### src/rtl/sfc_pkg.sv
// package: constants and carrier types for the sar adc serial frame control
package sfc_pkg;

    // ----------------------------------------
    // converter shape
    // ----------------------------------------
    localparam int unsigned RES_BITS = 8;
    localparam logic [7:0]  SAR_MSB  = 8'h80;
    localparam logic [7:0]  CODE_MAX = 8'hFF;
    localparam logic [7:0]  STORE_RST = 8'h00;

    // ----------------------------------------
    // frame edge numbers (sclk falling edges)
    // ----------------------------------------
    localparam logic [5:0] EDGE_LEAD_LAST = 6'h02;
    localparam logic [5:0] EDGE_LAST_BIT  = 6'h0A;
    localparam logic [5:0] EDGE_PCAL_DONE = 6'h10;
    localparam logic [5:0] EDGE_CAL_START = 6'h11;
    localparam logic [5:0] EDGE_CAL_DONE  = 6'h20;
    localparam logic [5:0] EDGE_MAX       = 6'h3F;

    // ----------------------------------------
    // timing
    // ----------------------------------------
    localparam int unsigned CLK_PERIOD_NS        = 10;
    localparam int unsigned ACQUISITION_INTERVAL_NS = 275;
    localparam int unsigned ACQ_CYCLES =
        (ACQUISITION_INTERVAL_NS + CLK_PERIOD_NS - 1) / CLK_PERIOD_NS;
    localparam logic [5:0]  ACQ_CNT = 6'(ACQ_CYCLES);

    // ----------------------------------------
    // carrier towards the analog sampling stage
    // ----------------------------------------
    typedef struct packed {
        logic       connect;  // sampling caps tied to the analog inputs
        logic       zero_in;  // inputs shorted for offset measurement
        logic       capture;  // one-cycle pulse: open switch, hold sample
        logic [7:0] dac;      // trial code driven to the cap dac
    } sfc_ana_s;

    typedef enum logic [1:0] {
        SFC_IDLE,
        SFC_CONV,
        SFC_SHIFT,
        SFC_CAL
    } sfc_state_e;

endpackage

### src/rtl/sfc_sar.sv
// successive approximation register stepping one bit per step pulse
`timescale 1ns/1ps
module sfc_sar
    import sfc_pkg::*;
(
    input  wire logic       clk,
    input  wire logic       nrst,
    input  wire logic       start,
    input  wire logic       step,
    input  wire logic       cmp_hi,
    output logic [7:0]      code,
    output logic            busy,
    output logic            done
);

    logic [7:0] mask;
    wire  [7:0] keep      = cmp_hi ? code : (code & ~mask);
    wire  [7:0] next_mask = mask >> 1;
    wire        do_step   = step && busy && !start;

    always_ff @(posedge clk or negedge nrst) begin
        if (!nrst) begin
            code <= 8'h00;
            mask <= 8'h00;
            done <= 1'b0;
        end else begin
            done <= do_step && (next_mask == 8'h00);
            if (start) begin
                code <= SAR_MSB;
                mask <= SAR_MSB;
            end else if (do_step) begin
                code <= keep | next_mask;
                mask <= next_mask;
            end
        end
    end

    assign busy = (mask != 8'h00);

endmodule

### src/rtl/sfc_frame.sv
// conversion frame control: sampling, sar timing, serial out, offset calibration
//
// Contract
// - the falling edge of chip select captures the input difference and starts its conversion.
// - the serial clock alone steps the conversion and the output shift.
// - inputs stay isolated during conversion and reconnect for acquisition once it ends.
// - conversion ends within eight and a half serial clocks after the select setup.
// - offset calibration runs in the first frame after power-up or in any later long frame.
// - results are unsigned straight binary, zero at the bottom and all ones at the top.
// - one code step is the supply reference divided by two to the resolution.
// - each frame after the power-up frame shifts two zeros then eight result bits msb first, last bit on the 10th falling edge.
// - data stays low after the 10th edge and is released when chip select rises.
// - the first frame after power-up calibrates with data low and commits only after 16 edges.
// - in normal frames calibration runs from edge 17 to edge 32 and shorter frames keep the old correction.
`timescale 1ns/1ps
module sfc_frame
    import sfc_pkg::*;
(
    input  wire logic clk,
    input  wire logic nrst,
    input  wire logic cs_n,
    input  wire logic sclk,
    input  wire logic cmp_hi,
    output logic      sdo_o,
    output logic      sdo_oe,
    output sfc_ana_s  ana,
    output logic      acq_ok,
    output logic      conv_done
);

    // ----------------------------------------
    // pin edges
    // ----------------------------------------
    logic cs_q;
    logic sclk_q;
    wire  cs_fall   = cs_q && !cs_n;
    wire  cs_rise   = !cs_q && cs_n;
    wire  sclk_fall = sclk_q && !sclk && !cs_n;

    // ----------------------------------------
    // frame state
    // ----------------------------------------
    sfc_state_e state;
    sfc_state_e next_state;
    logic [5:0] edge_cnt;
    logic       first_frame;
    logic       pwr_cal;
    logic [7:0] offset_correction_store;
    logic [7:0] cal_code;
    logic       cal_valid;
    logic [5:0] acq_cnt;

    wire [5:0] next_cnt = (edge_cnt == EDGE_MAX) ? EDGE_MAX : edge_cnt + 6'h01;

    function automatic logic [7:0] sat_add(input logic [7:0] a, input logic [7:0] b);
        logic [8:0] s;
        s = {1'b0, a} + {1'b0, b};
        sat_add = s[8] ? CODE_MAX : s[7:0];
    endfunction

    // ----------------------------------------
    // sar core
    // ----------------------------------------
    logic [7:0] sar_code;
    logic       sar_busy;
    logic       sar_done;
    wire        norm_cal_go = sclk_fall && !pwr_cal && (next_cnt == EDGE_CAL_START);
    wire        sar_start   = cs_fall || norm_cal_go;
    wire        cal_active  = (state == SFC_CAL);

    sfc_sar u_sar (
        .clk    (clk),
        .nrst   (nrst),
        .start  (sar_start),
        .step   (sclk_fall),
        .cmp_hi (cmp_hi),
        .code   (sar_code),
        .busy   (sar_busy),
        .done   (sar_done)
    );

    // ----------------------------------------
    // state walk
    // ----------------------------------------
    always_comb begin
        next_state = state;
        case (state)
            SFC_IDLE:  if (cs_fall) next_state = first_frame ? SFC_CAL : SFC_CONV;
            SFC_CONV:  if (cs_rise) next_state = SFC_IDLE;
                       else if (sar_done) next_state = SFC_SHIFT;
            SFC_SHIFT: if (cs_rise) next_state = SFC_IDLE;
                       else if (norm_cal_go) next_state = SFC_CAL;
            SFC_CAL:   if (cs_rise) next_state = SFC_IDLE;
            default:   next_state = SFC_IDLE;
        endcase
    end

    // result bit for the edge about to happen: zeros first, then msb down
    wire       in_data  = (next_cnt > EDGE_LEAD_LAST) && (next_cnt <= EDGE_LAST_BIT);
    wire [2:0] bit_sel  = 3'(EDGE_LAST_BIT - next_cnt);
    wire       next_sdo = !pwr_cal && in_data && sar_code[bit_sel];
    wire       commit   = sclk_fall && cal_valid &&
                          (next_cnt == (pwr_cal ? EDGE_PCAL_DONE : EDGE_CAL_DONE));

    always_ff @(posedge clk or negedge nrst) begin
        if (!nrst) begin
            cs_q   <= 1'b1;
            sclk_q <= 1'b0;
            state  <= SFC_IDLE;
        end else begin
            cs_q   <= cs_n;
            sclk_q <= sclk;
            state  <= next_state;
        end
    end

    always_ff @(posedge clk or negedge nrst) begin
        if (!nrst) begin
            edge_cnt <= 6'h00;
            sdo_o    <= 1'b0;
        end else if (cs_n || cs_fall) begin
            edge_cnt <= 6'h00;
            sdo_o    <= 1'b0;
        end else if (sclk_fall) begin
            edge_cnt <= next_cnt;
            sdo_o    <= next_sdo;
        end
    end

    // power-up is the only reset, so first_frame marks the power-up frame
    always_ff @(posedge clk or negedge nrst) begin
        if (!nrst) begin
            first_frame <= 1'b1;
            pwr_cal     <= 1'b0;
        end else if (cs_fall) begin
            first_frame <= 1'b0;
            pwr_cal     <= first_frame;
        end else if (cs_rise) begin
            pwr_cal     <= 1'b0;
        end
    end

    // a measured code only lands in the store on the commit edge
    always_ff @(posedge clk or negedge nrst) begin
        if (!nrst) begin
            offset_correction_store <= STORE_RST;
            cal_code  <= 8'h00;
            cal_valid <= 1'b0;
        end else begin
            if (sar_start || cs_rise)
                cal_valid <= 1'b0;
            else if (sar_done && cal_active) begin
                cal_code  <= sar_code;
                cal_valid <= 1'b1;
            end
            if (commit)
                offset_correction_store <= cal_code;
        end
    end

    // ----------------------------------------
    // analog stage
    // ----------------------------------------
    // offset is folded into the dac trial so each bit is final when decided;
    // only a positive offset is corrected, the dac saturates at full scale
    wire isolate = (state == SFC_CONV) || cal_active || cs_fall;

    always_ff @(posedge clk or negedge nrst) begin
        if (!nrst) begin
            ana       <= '{connect: 1'b1, zero_in: 1'b0, capture: 1'b0, dac: 8'h00};
            conv_done <= 1'b0;
            acq_cnt   <= 6'h00;
            acq_ok    <= 1'b0;
        end else begin
            ana.connect <= !isolate;
            ana.zero_in <= cal_active;
            ana.capture <= cs_fall;
            ana.dac     <= cal_active ? sar_code : sat_add(sar_code, offset_correction_store);
            conv_done   <= sar_done && (state == SFC_CONV);
            if (isolate)
                acq_cnt <= 6'h00;
            else if (acq_cnt != ACQ_CNT)
                acq_cnt <= acq_cnt + 6'h01;
            acq_ok      <= !isolate && (acq_cnt == ACQ_CNT);
        end
    end

    assign sdo_oe = !cs_n;
endmodule

### config.mk
export PLATFORM = sky130hd
export DESIGN_NAME = sfc_frame
export DESIGN_NICKNAME = d
export VERILOG_FILES = /design/src/rtl/sfc_pkg.sv /design/src/rtl/sfc_sar.sv /design/src/rtl/sfc_frame.sv
export SDC_FILE = /design/constraint.sdc
export NUM_CORES = 1
export LEC_CHECK = 0
export BUFFER_PORTS_ARGS = -buffer_cell sky130_fd_sc_hd__buf_4
export CAP_MARGIN = 20
export CORE_UTILIZATION = 60
export DETAILED_ROUTE_END_ITERATION = 7
export GPL_TIMING_DRIVEN = 0
export PLACE_DENSITY = 0.9
export SETUP_SLACK_MARGIN = 0.05
export SLEW_MARGIN = 20
export SYNTH_ARGS = -nofsm -noshare
export SYNTH_HDL_FRONTEND = slang
export SYNTH_SLANG_ARGS = --single-unit
### constraint.sdc
create_clock -name clk -period 3.1 [get_ports clk]
set_input_delay 0.62 -clock clk [delete_from_list [all_inputs] [get_ports clk]]
set_output_delay 0.62 -clock clk [all_outputs]
set_load 0.02 [all_outputs]
# Yosys cells after proc, flatten, opt, wreduce, memory -nomap -nowiden
# Cells that the tools add are included.
[classes]
n_mux = 29
n_eq_ne = 12
magnitude_cmp = 3
reduce_logical = 38
n_bitwise = 4
addsub = 4
[ops]
columns = ["cell", "count"]
rows = [
  ["$mux 8", 7],
  ["$mux 6", 6],
  ["$logic_and 1x1->1", 17],
  ["$mux 2", 7],
  ["$add 6x1->6 const B", 2],
  ["$eq 6x5->1 const B", 2],
  ["$reduce_bool 2->1", 5],
  ["$add 8x8->9", 1],
  ["$and 8x8->8", 1],
  ["$logic_not 8->1", 1],
  ["$not 8->8", 1],
  ["$or 8x7->8", 1],
  ["$pmux 2 s4", 1],
  ["$reduce_bool 8->1", 1],
  ["$mux 1", 7],
  ["$eq 6x6->1", 1],
  ["$eq 6x6->1 const B", 1],
  ["$gt 6x2->1 const B", 1],
  ["$le 6x4->1 const B", 1],
  ["$logic_not 1->1", 6],
  ["$ne 6x5->1 const B", 1],
  ["$logic_or 1x1->1", 5],
  ["$eq 2x2->1 const B", 2],
  ["$lt 3x4->1 const B", 1],
  ["other kinds (10)", 11],
]
[word_totals]
output_inout_bits = 15
input_bits = 5
wordCells = 110
regBits = 66

# Logic depth before layout (Yosys ltp)
# Gate-level depths: netlist of run 1.
[depth]
word_depth = 10
ltp_mapped = 13
ltp_nobuf = 12

# Modules after synthesis
# A second synthesis of run 1 with hierarchy kept.
[hier_totals]
hier_cells = 307
hier_area_um2 = 3359.5
[modules_own_cells]
columns = ["module", "instances", "cells_per_inst", "area_each_um2", "seq_area_each_um2"]
rows = [
  ["sfc_frame", 1, 241, 2595.0, 1229.9],
  ["sfc_sar", 1, 66, 764.5, 425.4],
]

# Least setup slack after synthesis of run 1
# Ideal clock, no wire load.
[synth_path]
path_type = "register to register"
from = "register edge_cnt[0]"
to = "register sdo_o"
stages_incl_launch_ff = 11
setup_ps = 126
required_time_ps = 2974
period_less_slack_ps = 2655
arrival_ps = 2529
n_path_buf = 1
slack_ps = 445
cell_sequence = "dfrtp_1 > ha_1 > nand3_1 > or2_2 > nand2_1 > ha_1 > clkbuf_1 > xor2_1 > mux4_2 > mux2i_1 > o41ai_1"
[synth_between]
elab_chain_len = 8
elab_cells_between_ends = 13
cone_classes = "add/sub (2); order compare (2); eq/ne (1); mux (5); reduce/logical (3)"
[synth_rtl]
columns = ["item", "line_no", "text"]
rows = [
  ["start: declaration", "sfc_frame.sv:45", "logic [5:0] edge_cnt;"],
  ["start signal: assignment", "sfc_frame.sv:125", "edge_cnt <= next_cnt;"],
  ["$add 6x1->6 / $eq 6x6->1 (equally long branches)", "sfc_frame.sv:53", "wire [5:0] next_cnt = (edge_cnt == EDGE_MAX) ? EDGE_MAX : edge_cnt + 6'h01;"],
  ["$mux 6 *", "sfc_frame.sv:53", ""],
  ["$sub 2x3->3 (tied with other cells)", "sfc_frame.sv:100", "wire [2:0] bit_sel = 3'(EDGE_LAST_BIT - next_cnt);"],
  ["$bmux 1 s3 / $logic_and 1x1->1 (equally long branches)", "sfc_frame.sv:101, sfc_frame.sv:99", ""],
  ["$mux 1 (implied by the code) / $logic_and 1x1->1 (equally long branches)", "sfc_frame.sv:101", "wire next_sdo = !pwr_cal && in_data && sar_code[bit_sel];"],
  ["$logic_and 1x1->1 *", "sfc_frame.sv:101", ""],
  ["$mux 1 *", "sfc_frame.sv:124", "end else if (sclk_fall) begin"],
  ["$mux 1 *", "sfc_frame.sv:121", "end else if (cs_n || cs_fall) begin"],
  ["end signal: assignment", "sfc_frame.sv:126", "sdo_o <= next_sdo;"],
  ["end: declaration", "sfc_frame.sv:24", "output logic sdo_o,"],
]
# Mark *: on every way between the ends. The rest lies on a longest branch, timed or not. The select of a mux whose other input is x is not followed.
# A chain may end at the register's enable or synchronous reset.

# Worst setup path in the final report of run 1
# Same ends and word-level chain as after synthesis.

==> results of run 1 <==
registers in the layout, indices dropped and copies added, names as in the netlist:
register and cells:
edge_cnt 6, state 2, acq_cnt 6, sdo_o 1
offset_correction_store 8, conv_done 1, cal_code 8, ana 11
pwr_cal 1, u_sar.done 1, u_sar.mask 8, cs_q 1
cal_valid 1, sclk_q 1, acq_ok 1, first_frame 1
u_sar.code 8
synth_stat cells, types with 6 or more instances:
cell type	instances
a21oi_1	28
nand2_1	43
clkbuf_1	8
nor2_1	22
mux2_2	17
inv_1	17
dfrtp_1	63
o21ai_0	12
nand2b_1	6
nand3_1	11
ha_1	18
final timing paths:
| check | slack [ns] | start | to | cells past startpoint |
|---|---|---|---|---|
| worst max-delay path | 0.25 | edge_cnt[0]$_DFFE_PN0P_ | sdo_o$_DFFE_PN0P_ | 9 |
| min in group clk | 0.39 | sclk | sclk_q$_DFF_PN0_ | 1 |
| worst max register to register | 0.25 | edge_cnt[0]$_DFFE_PN0P_ | sdo_o$_DFFE_PN0P_ | 9 |
| max in group asynchronous | 2.21 | nrst | ana[6]$_DFF_PN0_ | 1 |
| worst min register to register | 0.50 | first_frame$_DFFE_PN1P_ | first_frame$_DFFE_PN1P_ | 1 |
| worst min-delay path | 0.37 | nrst | cal_code[1]$_DFFE_PN0P_ | 1 |
cells by family (layout without fill, tap and decap cells):
logic type               count (synthesis)  after routing  share of synthesized area
adder cells (fa/ha/maj)                 19             19                     0.0737
XOR/XNOR                                 9              9                     0.0237
flip-flops                              66             66                      0.498
multiplexers                            21             21                     0.0733
AND/OR/NAND/NOR                        111            111                      0.163
buffers and inverters                   27             61                     0.0338
AO/OA/AOI/OAI                           72             72                      0.135
layer usage:
layer | up-vias | share of wire | track usage
met2 | 93 | 0.50 | 0.451
met3 | 25 | 0.051 | 0.0527
met5 | - | 0 | 0
li1 | 1207 | - | -
met1 | 1291 | 0.41 | 0.317
met4 | 0 | 0.034 | 0.192
through the flow:
step / setup slack (ns) / power [mW] / hold slack (ns) / utilization / instances
3_3_place_gp: 0.165 / 1.09 / 0.485 / 0.679 / 414
6_report: 0.253 / 1.90 / 0.368 / 0.726 / 429
4_1_cts: 0.152 / 1.90 / 0.374 / 0.720 / 428
5_1_grt: 0.0197 / 1.95 / 0.378 / 0.726 / 429
3_5_place_dp: 0.0834 / 1.10 / 0.488 / 0.679 / 414
2_1_floorplan: 0.445 / 1.03 / 0.324 / - / 325
what timing repair did:
action	4_1_cts	5_1_grt
hold endpoints to repair	0	0
setup buffers	0	2
resized for setup	0	4
setup endpoints to repair	1	17
pin swaps	0	1
critical path: stages, from the launching register on:
cell	delay [ns]
dfrtp_1	0.47
ha_2	0.27
nand3_1	0.14
or2_2	0.36
nand2_1	0.24
ha_4	0.23
xor2_1	0.19
mux4_2	0.51
mux2i_1	0.21
o41ai_1	0.10
cell type report:
class                      count  area [um2]
sequential                    66        1660
timing repair buffer          21         158
multi-input combinational    232        1580
clock buffer                  13         159
buffer                         8        41.3
fill                         359        1430
tap                           70        87.6
inverter                      17        63.8
clock inverter                 2        60.1
report_power, final:
group | switching, mW | internal [mW]
clock network | 0.313 | 0.493
logic | 0.101 | 0.0637
registers | 0.0332 | 0.893
total | 0.447 | 1.45
cell usage in the layout, fill, tap and decap left out, types with 2 or more instances in the layout:
cell	Yosys	layout
a211oi_1	5	5
a21o_1	4	4
a21oi_1	28	28
a311oi_1	2	2
a31oi_1	5	4
and4_1	3	3
buf_4	1	22
bufinv_16	0	2
clkbuf_1	8	8
clkbuf_8	0	11
dfrtp_1	63	63
dfstp_2	3	3
ha_1	18	16
inv_1	17	17
mux2_2	17	17
mux2i_1	3	3
nand2_1	43	43
nand2b_1	6	6
nand3_1	11	11
nand4_1	4	4
nor2_1	22	22
nor2b_1	4	4
nor3_1	3	3
o21ai_0	12	12
o22a_1	5	5
o22ai_1	2	2
or2_2	3	3
or4_1	3	3
xnor2_1	4	4
xor2_1	5	5
==> metrics, run 1 <==
status completed; dominant synthesized flop cell dfrtp_1; WS Path Type flop to flop; top cells by area, synth dfrtp_1 47%, ha_1 6.8%, mux2_2 5.8%; TNS Setup 0 ns; Starting Density 0.635; register area share after synthesis 0.498; final setup skew 0.00806 ns; max-slew violations 0; drc violations 0; synthesized instance count 325; Tmin final 2.85 ns; post-route design area 3800 um2; Syn. warnings 0; worst skew pair latency 0.34 ns; clock tree sinks 66; largest area contributor in the netlist dfrtp_1; worst hold path type input pin to async pin; RSZ-0062 raised after global routing true; Final Hold Vio Count 0; layout cells sized above 1 0.184; flop and latch count out of synthesis 66; Die X-Extent 76.5 um; max_slew headroom 0.434; post-route ant nets 0; initial antenna violation count 0; number of enable flip-flop cells after synthesis 0; TritonRoute pass-1 iters 5; routability cong. 0.860; Routed WL per cell 17.1 um; peak supply drop 0.360 mV; vias per inst 6.10; syn_nets 349; area of the mapped netlist 3330 um2; Yosys top cell area share 0.474; power density cells 499 nW/um2; Syn Area/Cell 10.2 um2; initial detailed-routing violation count 226; first-pass GRT wire length 12.2 mm; Critical Path End Type flop; Post-synth ARST share 1.00; clock tree buffer depth 2; DP Wirelength 4.92 mm; global route overflow 0; final setup fails 0; Max-Cap Viols 0; Hold-fix buffers, CTS 0; period utilization 0.918; Port-buffer cells 19; chip height 76.5 um; Yosys cell types 49; DP Area 3560 um2; H-Tree Depth 3; vias in the first global route 2,700; CTS tree done; largest net degree at the start of global routing 67; CTS root buffer clkbuf_8; final wirelength 7.34 mm; CP Data Arrival Time 3.08 ns; row count 26; CTS Buf Count 9; Ports 20; Peak Freq 0.351 GHz; Crit Path Max Fanout 9; Critical Path Source Type flop; Nets 379; core area 5240 um2; GRT Util Overall 0.272; # diodes 0; Slew @ Worst Pin 0.844 ns; Crit path required time 3.33 ns; Static Leak 1.80 nW; Synth-to-Final Area Change 14.4%; clock-pin slew on the worst setup and hold paths 0.07 ns; Die ar. 5850 um2; DR vias 2,616
Power figures use the tool's default switching activity.
==> run 2, diff against run 1 <==
SYNTH_HIERARCHICAL = 1   (was default)
==> run 2 against run 1 <==
  * Critical endpoint is now offset_correction_store[4]$_DFFE_PN0P_
  * Clock power up 4.1%
  * Sequential power is essentially flat
  * Final cell count shrank 4.2%
  * Largest power group unchanged
  * Highest routed layer unchanged
  * Clock-buffer cell count is 1 lower
==> metrics, run 2 <==
status completed; DP Wirelength 4.40 mm; final wirelength 6.67 mm; highest routed layer met4; WL met3 193 um; initial detailed-routing violation count 166; final setup fails 0; global route overflow 0; most frequent cells in the layout 63 x dfrtp_1, 24 x nand2_1, 24 x a21oi_1, 22 x buf_4, 18 x ha_1; CTS root buffer clkbuf_8; TritonRoute pass-1 iters 4; H-Tree Depth 3; Synth-to-Final Area Change 14.0%; Crit Path Max Fanout 8; CTS Buf Count 9; worst hold path type input pin to async pin; area occupied by multi-input gates 1580 um2; Static Leak 1.82 nW; DP Worst Slack 0.366 ns; area of the mapped netlist 3350 um2; largest net degree at the start of global routing 67; first-pass GRT wire length 11.6 mm; max_slew headroom 0.468; DR vias 2,405; final cell count without fillers 411; RR Startpoint edge_cnt[0]$_DFFE_PN0P_; DP Area 3580 um2; WL met2 3.35 mm; max reg flops 11; total power 1.92 mW; Crit path required time 3.32 ns; row count 26; Port-buffer cells 19; CTS tree done; routability cong. 0.822; Critical Path End Type flop; Seq. cell area 1660 um2; Critical Path Source Type flop; clock-pin slew on the worst setup and hold paths 0.07 ns; post-route design area 3820 um2; M1 WL 2.97 mm; Post CTS Setup Buffer Count 0; Tmin final 2.81 ns; final setup skew 0.00882 ns; initial antenna violation count 0; most common cell after layout, fill and taps aside dfrtp_1; Internal Power 1.47 mW; Max-Cap Viols 0; Comb power frac 0.083; vias per inst 5.85; Slew @ Worst Pin 0.797 ns; Flop pwr share 0.480; largest register by flop count ana; Nets 360; peak supply drop 0.319 mV; GRT Util Overall 0.257; WS Path Type flop to flop; layout cells sized above 1 0.226; Sw Pwr 0.451 mW; post-route ant nets 0; clock tree buffer depth 2; max-slew violations 0; Syn Area/Cell 11.0 um2; Final WS setup 0.294 ns; TNS Setup 0 ns; worst setup path startpoint edge_cnt[0]$_DFFE_PN0P_; vias in the first global route 2,480; CP Data Arrival Time 3.03 ns; fill cell count 346; Layout Utilization 0.729; Final Hold Vio Count 0; Fin Hold WS 0.345 ns; RSZ-0062 raised after global routing false; Inst Count DP 395; Starting Density 0.640; drc violations 0; Die ar. 5890 um2; power density cells 504 nW/um2; Peak Freq 0.356 GHz; Routed WL per cell 16.2 um; # diodes 0; Syn. warnings 6; syn_nets 330; core area 5240 um2; switch share 0.235; power share of the clock group 0.437; synthesized instance count 306; Die X-Extent 76.7 um; post-cts sizing count 0; clock tree sinks 66; worst skew pair latency 0.34 ns; Ports 20; period utilization 0.905; Hold-fix buffers, CTS 0; chip height 76.7 um
[run 2: final timing paths]
| path | to | slack (ns) | cells past startpoint |
|---|---|---|---|
| max in group asynchronous | u_sar/mask[5]$_DFFE_PN0P_ | 2.21 | 1 |
| worst min-delay path | edge_cnt[3]$_DFFE_PN0P_ | 0.34 | 1 |
| worst max-delay path | offset_correction_store[4]$_DFFE_PN0P_ | 0.29 | 9 |
| min in group clk | sclk_q$_DFF_PN0_ | 0.39 | 1 |
| worst min register to register | first_frame$_DFFE_PN1P_ | 0.49 | 1 |
| worst max register to register | offset_correction_store[4]$_DFFE_PN0P_ | 0.29 | 9 |
[run 2: worst max-delay path, cell delays in order, from the launching register on]
cell	delay, ns
dfrtp_1	0.41
ha_1	0.24
nand2_1	0.07
o21ai_0	0.49
clkinv_1	0.41
ha_1	0.29
nand4_1	0.07
a21o_1	0.09
buf_2	0.25
mux2_2	0.37
[run 2: cell type report]
type / instances / share of cell area
inverters: 18 / 0.0177
flip-flops and latches: 66 / 0.433
multi-input cells: 214 / 0.415
clock inverters: 4 / 0.0190
well taps: 70 / 0.0229
clock buffers: 12 / 0.0432
repair buffers: 19 / 0.0373
plain buffers: 8 / 0.0118
[run 2: per-layer routing]
layer	vias to the layer above	track usage
met1	1185	0.320
met2	54	0.421
met4	0	0.135
li1	1153	-
met5	-	0
met3	13	0.0536
[run 2: power by group through the flow]
stage | Sequential, mW | Combinational (mW) | Clock, mW
3_5_place_dp | 0.938 | 0.161 | 0
2_1_floorplan | 0.941 | 0.0945 | 0
4_1_cts | 0.923 | 0.163 | 0.853
3_3_place_gp | 0.937 | 0.152 | 0
6_report | 0.923 | 0.160 | 0.840
5_1_grt | 0.926 | 0.180 | 0.894
==> run 3, diff against run 2 <==
==> constraint.sdc (replaced) <==
create_clock -name clk -period 3.1 [get_ports clk]
set_input_delay 0 -clock clk [delete_from_list [all_inputs] [get_ports clk]]
set_output_delay 0 -clock clk [all_outputs]
set_load 0.02 [all_outputs]
==> run 3 against run 2 <==
  * Sequential power is essentially flat
  * Critical path depth did not move
  * Non-clock buffer count grew 4
  * Clock skew fell by 0.0013 ns
  * Setup slack better by 0.016 ns
  * Global-route usage barely moved
  * Register-to-register slack better by 0.02 ns
  * Total power up 0.13%
  * Largest cell class unchanged
  * Sequential share of layout area fell by 0.45 points
  * Die area is the same
  * Final cell count up 0.97%
  * Core utilization grew 0.76 points
==> metrics, run 3 (synthesis gave the netlist of run 2 again) <==
status completed; Peak Freq 0.358 GHz; Static Leak 1.83 nW; final setup fails 0; layout cells sized above 1 0.223; Critical Path Source Type flop; Critical Path End Type flop; Post CTS Setup Buffer Count 0; final wirelength 6.67 mm; drc violations 0; Final Hold Vio Count 0; Synth-to-Final Area Change 15.2%; core area 5240 um2; Crit path required time 3.32 ns; vias per inst 5.82; clock tree sinks 66; Die ar. 5890 um2; CTS tree done; DR vias 2,417; post-cts sizing count 0; H-Tree Depth 3; fill cell count 342; most common cell after layout, fill and taps aside dfrtp_1; largest register by flop count ana; routability cong. 0.822; TritonRoute pass-1 iters 4; clock-pin slew on the worst setup and hold paths 0.07 ns; # diodes 0; worst r2r dst offset_correction_store[4]$_DFFE_PN0P_; r2r worst-path depth 9; Slew @ Worst Pin 0.800 ns; global route overflow 0; vias in the first global route 2,479; worst skew pair latency 0.34 ns; first-pass GRT wire length 11.6 mm; initial antenna violation count 0; Nets 364; total power 1.93 mW; WS Path Type flop to flop; Port-buffer cells 19; final setup skew 0.00757 ns; post-route ant nets 0; CTS Buf Count 9; Tmin final 2.79 ns; initial detailed-routing violation count 158; RR Startpoint edge_cnt[0]$_DFFE_PN0P_; DP Wirelength 4.40 mm; row count 26; GRT Util Overall 0.257; largest net degree at the start of global routing 67; Hold-fix buffers, CTS 4; max-slew violations 0; CP Data Arrival Time 3.01 ns; period utilization 0.900; max reg flops 11; Crit Path Max Fanout 8; CTS root buffer clkbuf_8; Routed WL per cell 16.1 um; Ports 20; Die X-Extent 76.7 um; power density cells 499 nW/um2; worst hold path type input pin to async pin; chip height 76.7 um; RSZ-0062 raised after global routing false; Max-Cap Viols 0; max_slew headroom 0.463; most frequent cells in the layout 63 x dfrtp_1, 24 x nand2_1, 24 x a21oi_1, 22 x buf_4, 18 x ha_1; clock tree buffer depth 2; R2R Setup Slk 0.31 ns; Starting Density 0.640; TNS Setup 0 ns; peak supply drop 0.320 mV
run 3: power by group:
| group | switching, mW | internal (mW) | total [mW] |
|---|---|---|---|
| Combinational | 0.0974 | 0.0665 | 0.164 |
| Sequential | 0.0315 | 0.892 | 0.923 |
| Clock | 0.322 | 0.517 | 0.839 |
run 3: worst max-delay path: stages (launching register included):
cell      delay [ns]
dfrtp_1         0.41
ha_1            0.24
nand2_1         0.07
o21ai_0         0.48
clkinv_1        0.41
ha_1            0.29
nand4_1         0.07
a21o_1          0.09
buf_2           0.24
mux2_2          0.36
run 3: worst max path at each step:
stage,cells past startpoint,from,slack [ns],to
CTS,9,edge_cnt[0]$_DFFE_PN0P_,0.31,offset_correction_store[4]$_DFFE_PN0P_
floorplan,7,edge_cnt[0]$_DFFE_PN0P_,0.78,u_sar/done$_DFF_PN0_
global placement,9,edge_cnt[0]$_DFFE_PN0P_,0.45,offset_correction_store[5]$_DFFE_PN0P_
detailed placement,9,edge_cnt[0]$_DFFE_PN0P_,0.37,offset_correction_store[1]$_DFFE_PN0P_
finish,9,edge_cnt[0]$_DFFE_PN0P_,0.31,offset_correction_store[4]$_DFFE_PN0P_
global route,9,edge_cnt[0]$_DFFE_PN0P_,0.18,offset_correction_store[3]$_DFFE_PN0P_
run 3: area by class of cell:
| class | count | area (um2) | area share |
|---|---|---|---|
| Clock buffer | 12 | 165 | 0.0428 |
| Buffer | 8 | 45.0 | 0.0117 |
| Inverter | 18 | 67.6 | 0.0175 |
| Tap cell | 70 | 87.6 | 0.0227 |
| Clock inverter | 4 | 72.6 | 0.0188 |
| Multi-Input combinational cell | 214 | 1580 | 0.410 |
| Sequential cell | 66 | 1660 | 0.429 |
| Timing Repair Buffer | 23 | 183 | 0.0473 |
run 3: through the flow:
step                 util  cell area, um2  std cells  hold slack [ns]  worst slack, ns
global placement    0.684            3580        395            0.120            0.454
global route        0.737            3860        415            0.315            0.179
finish              0.737            3860        415            0.273            0.310
floorplan               -            3350        306           -0.296            0.776
detailed placement  0.684            3580        395            0.124            0.366
CTS                 0.737            3860        415            0.307            0.309
run 3: per-layer routing:
| metal | GRT usage | up-vias | part of all wire |
|---|---|---|---|
| li1 | - | 1157 | - |
| met1 | 0.321 | 1195 | 0.44 |
| met2 | 0.421 | 52 | 0.50 |
| met3 | 0.0536 | 13 | 0.033 |
| met4 | 0.135 | 0 | 0.020 |
| met5 | 0 | - | 0 |
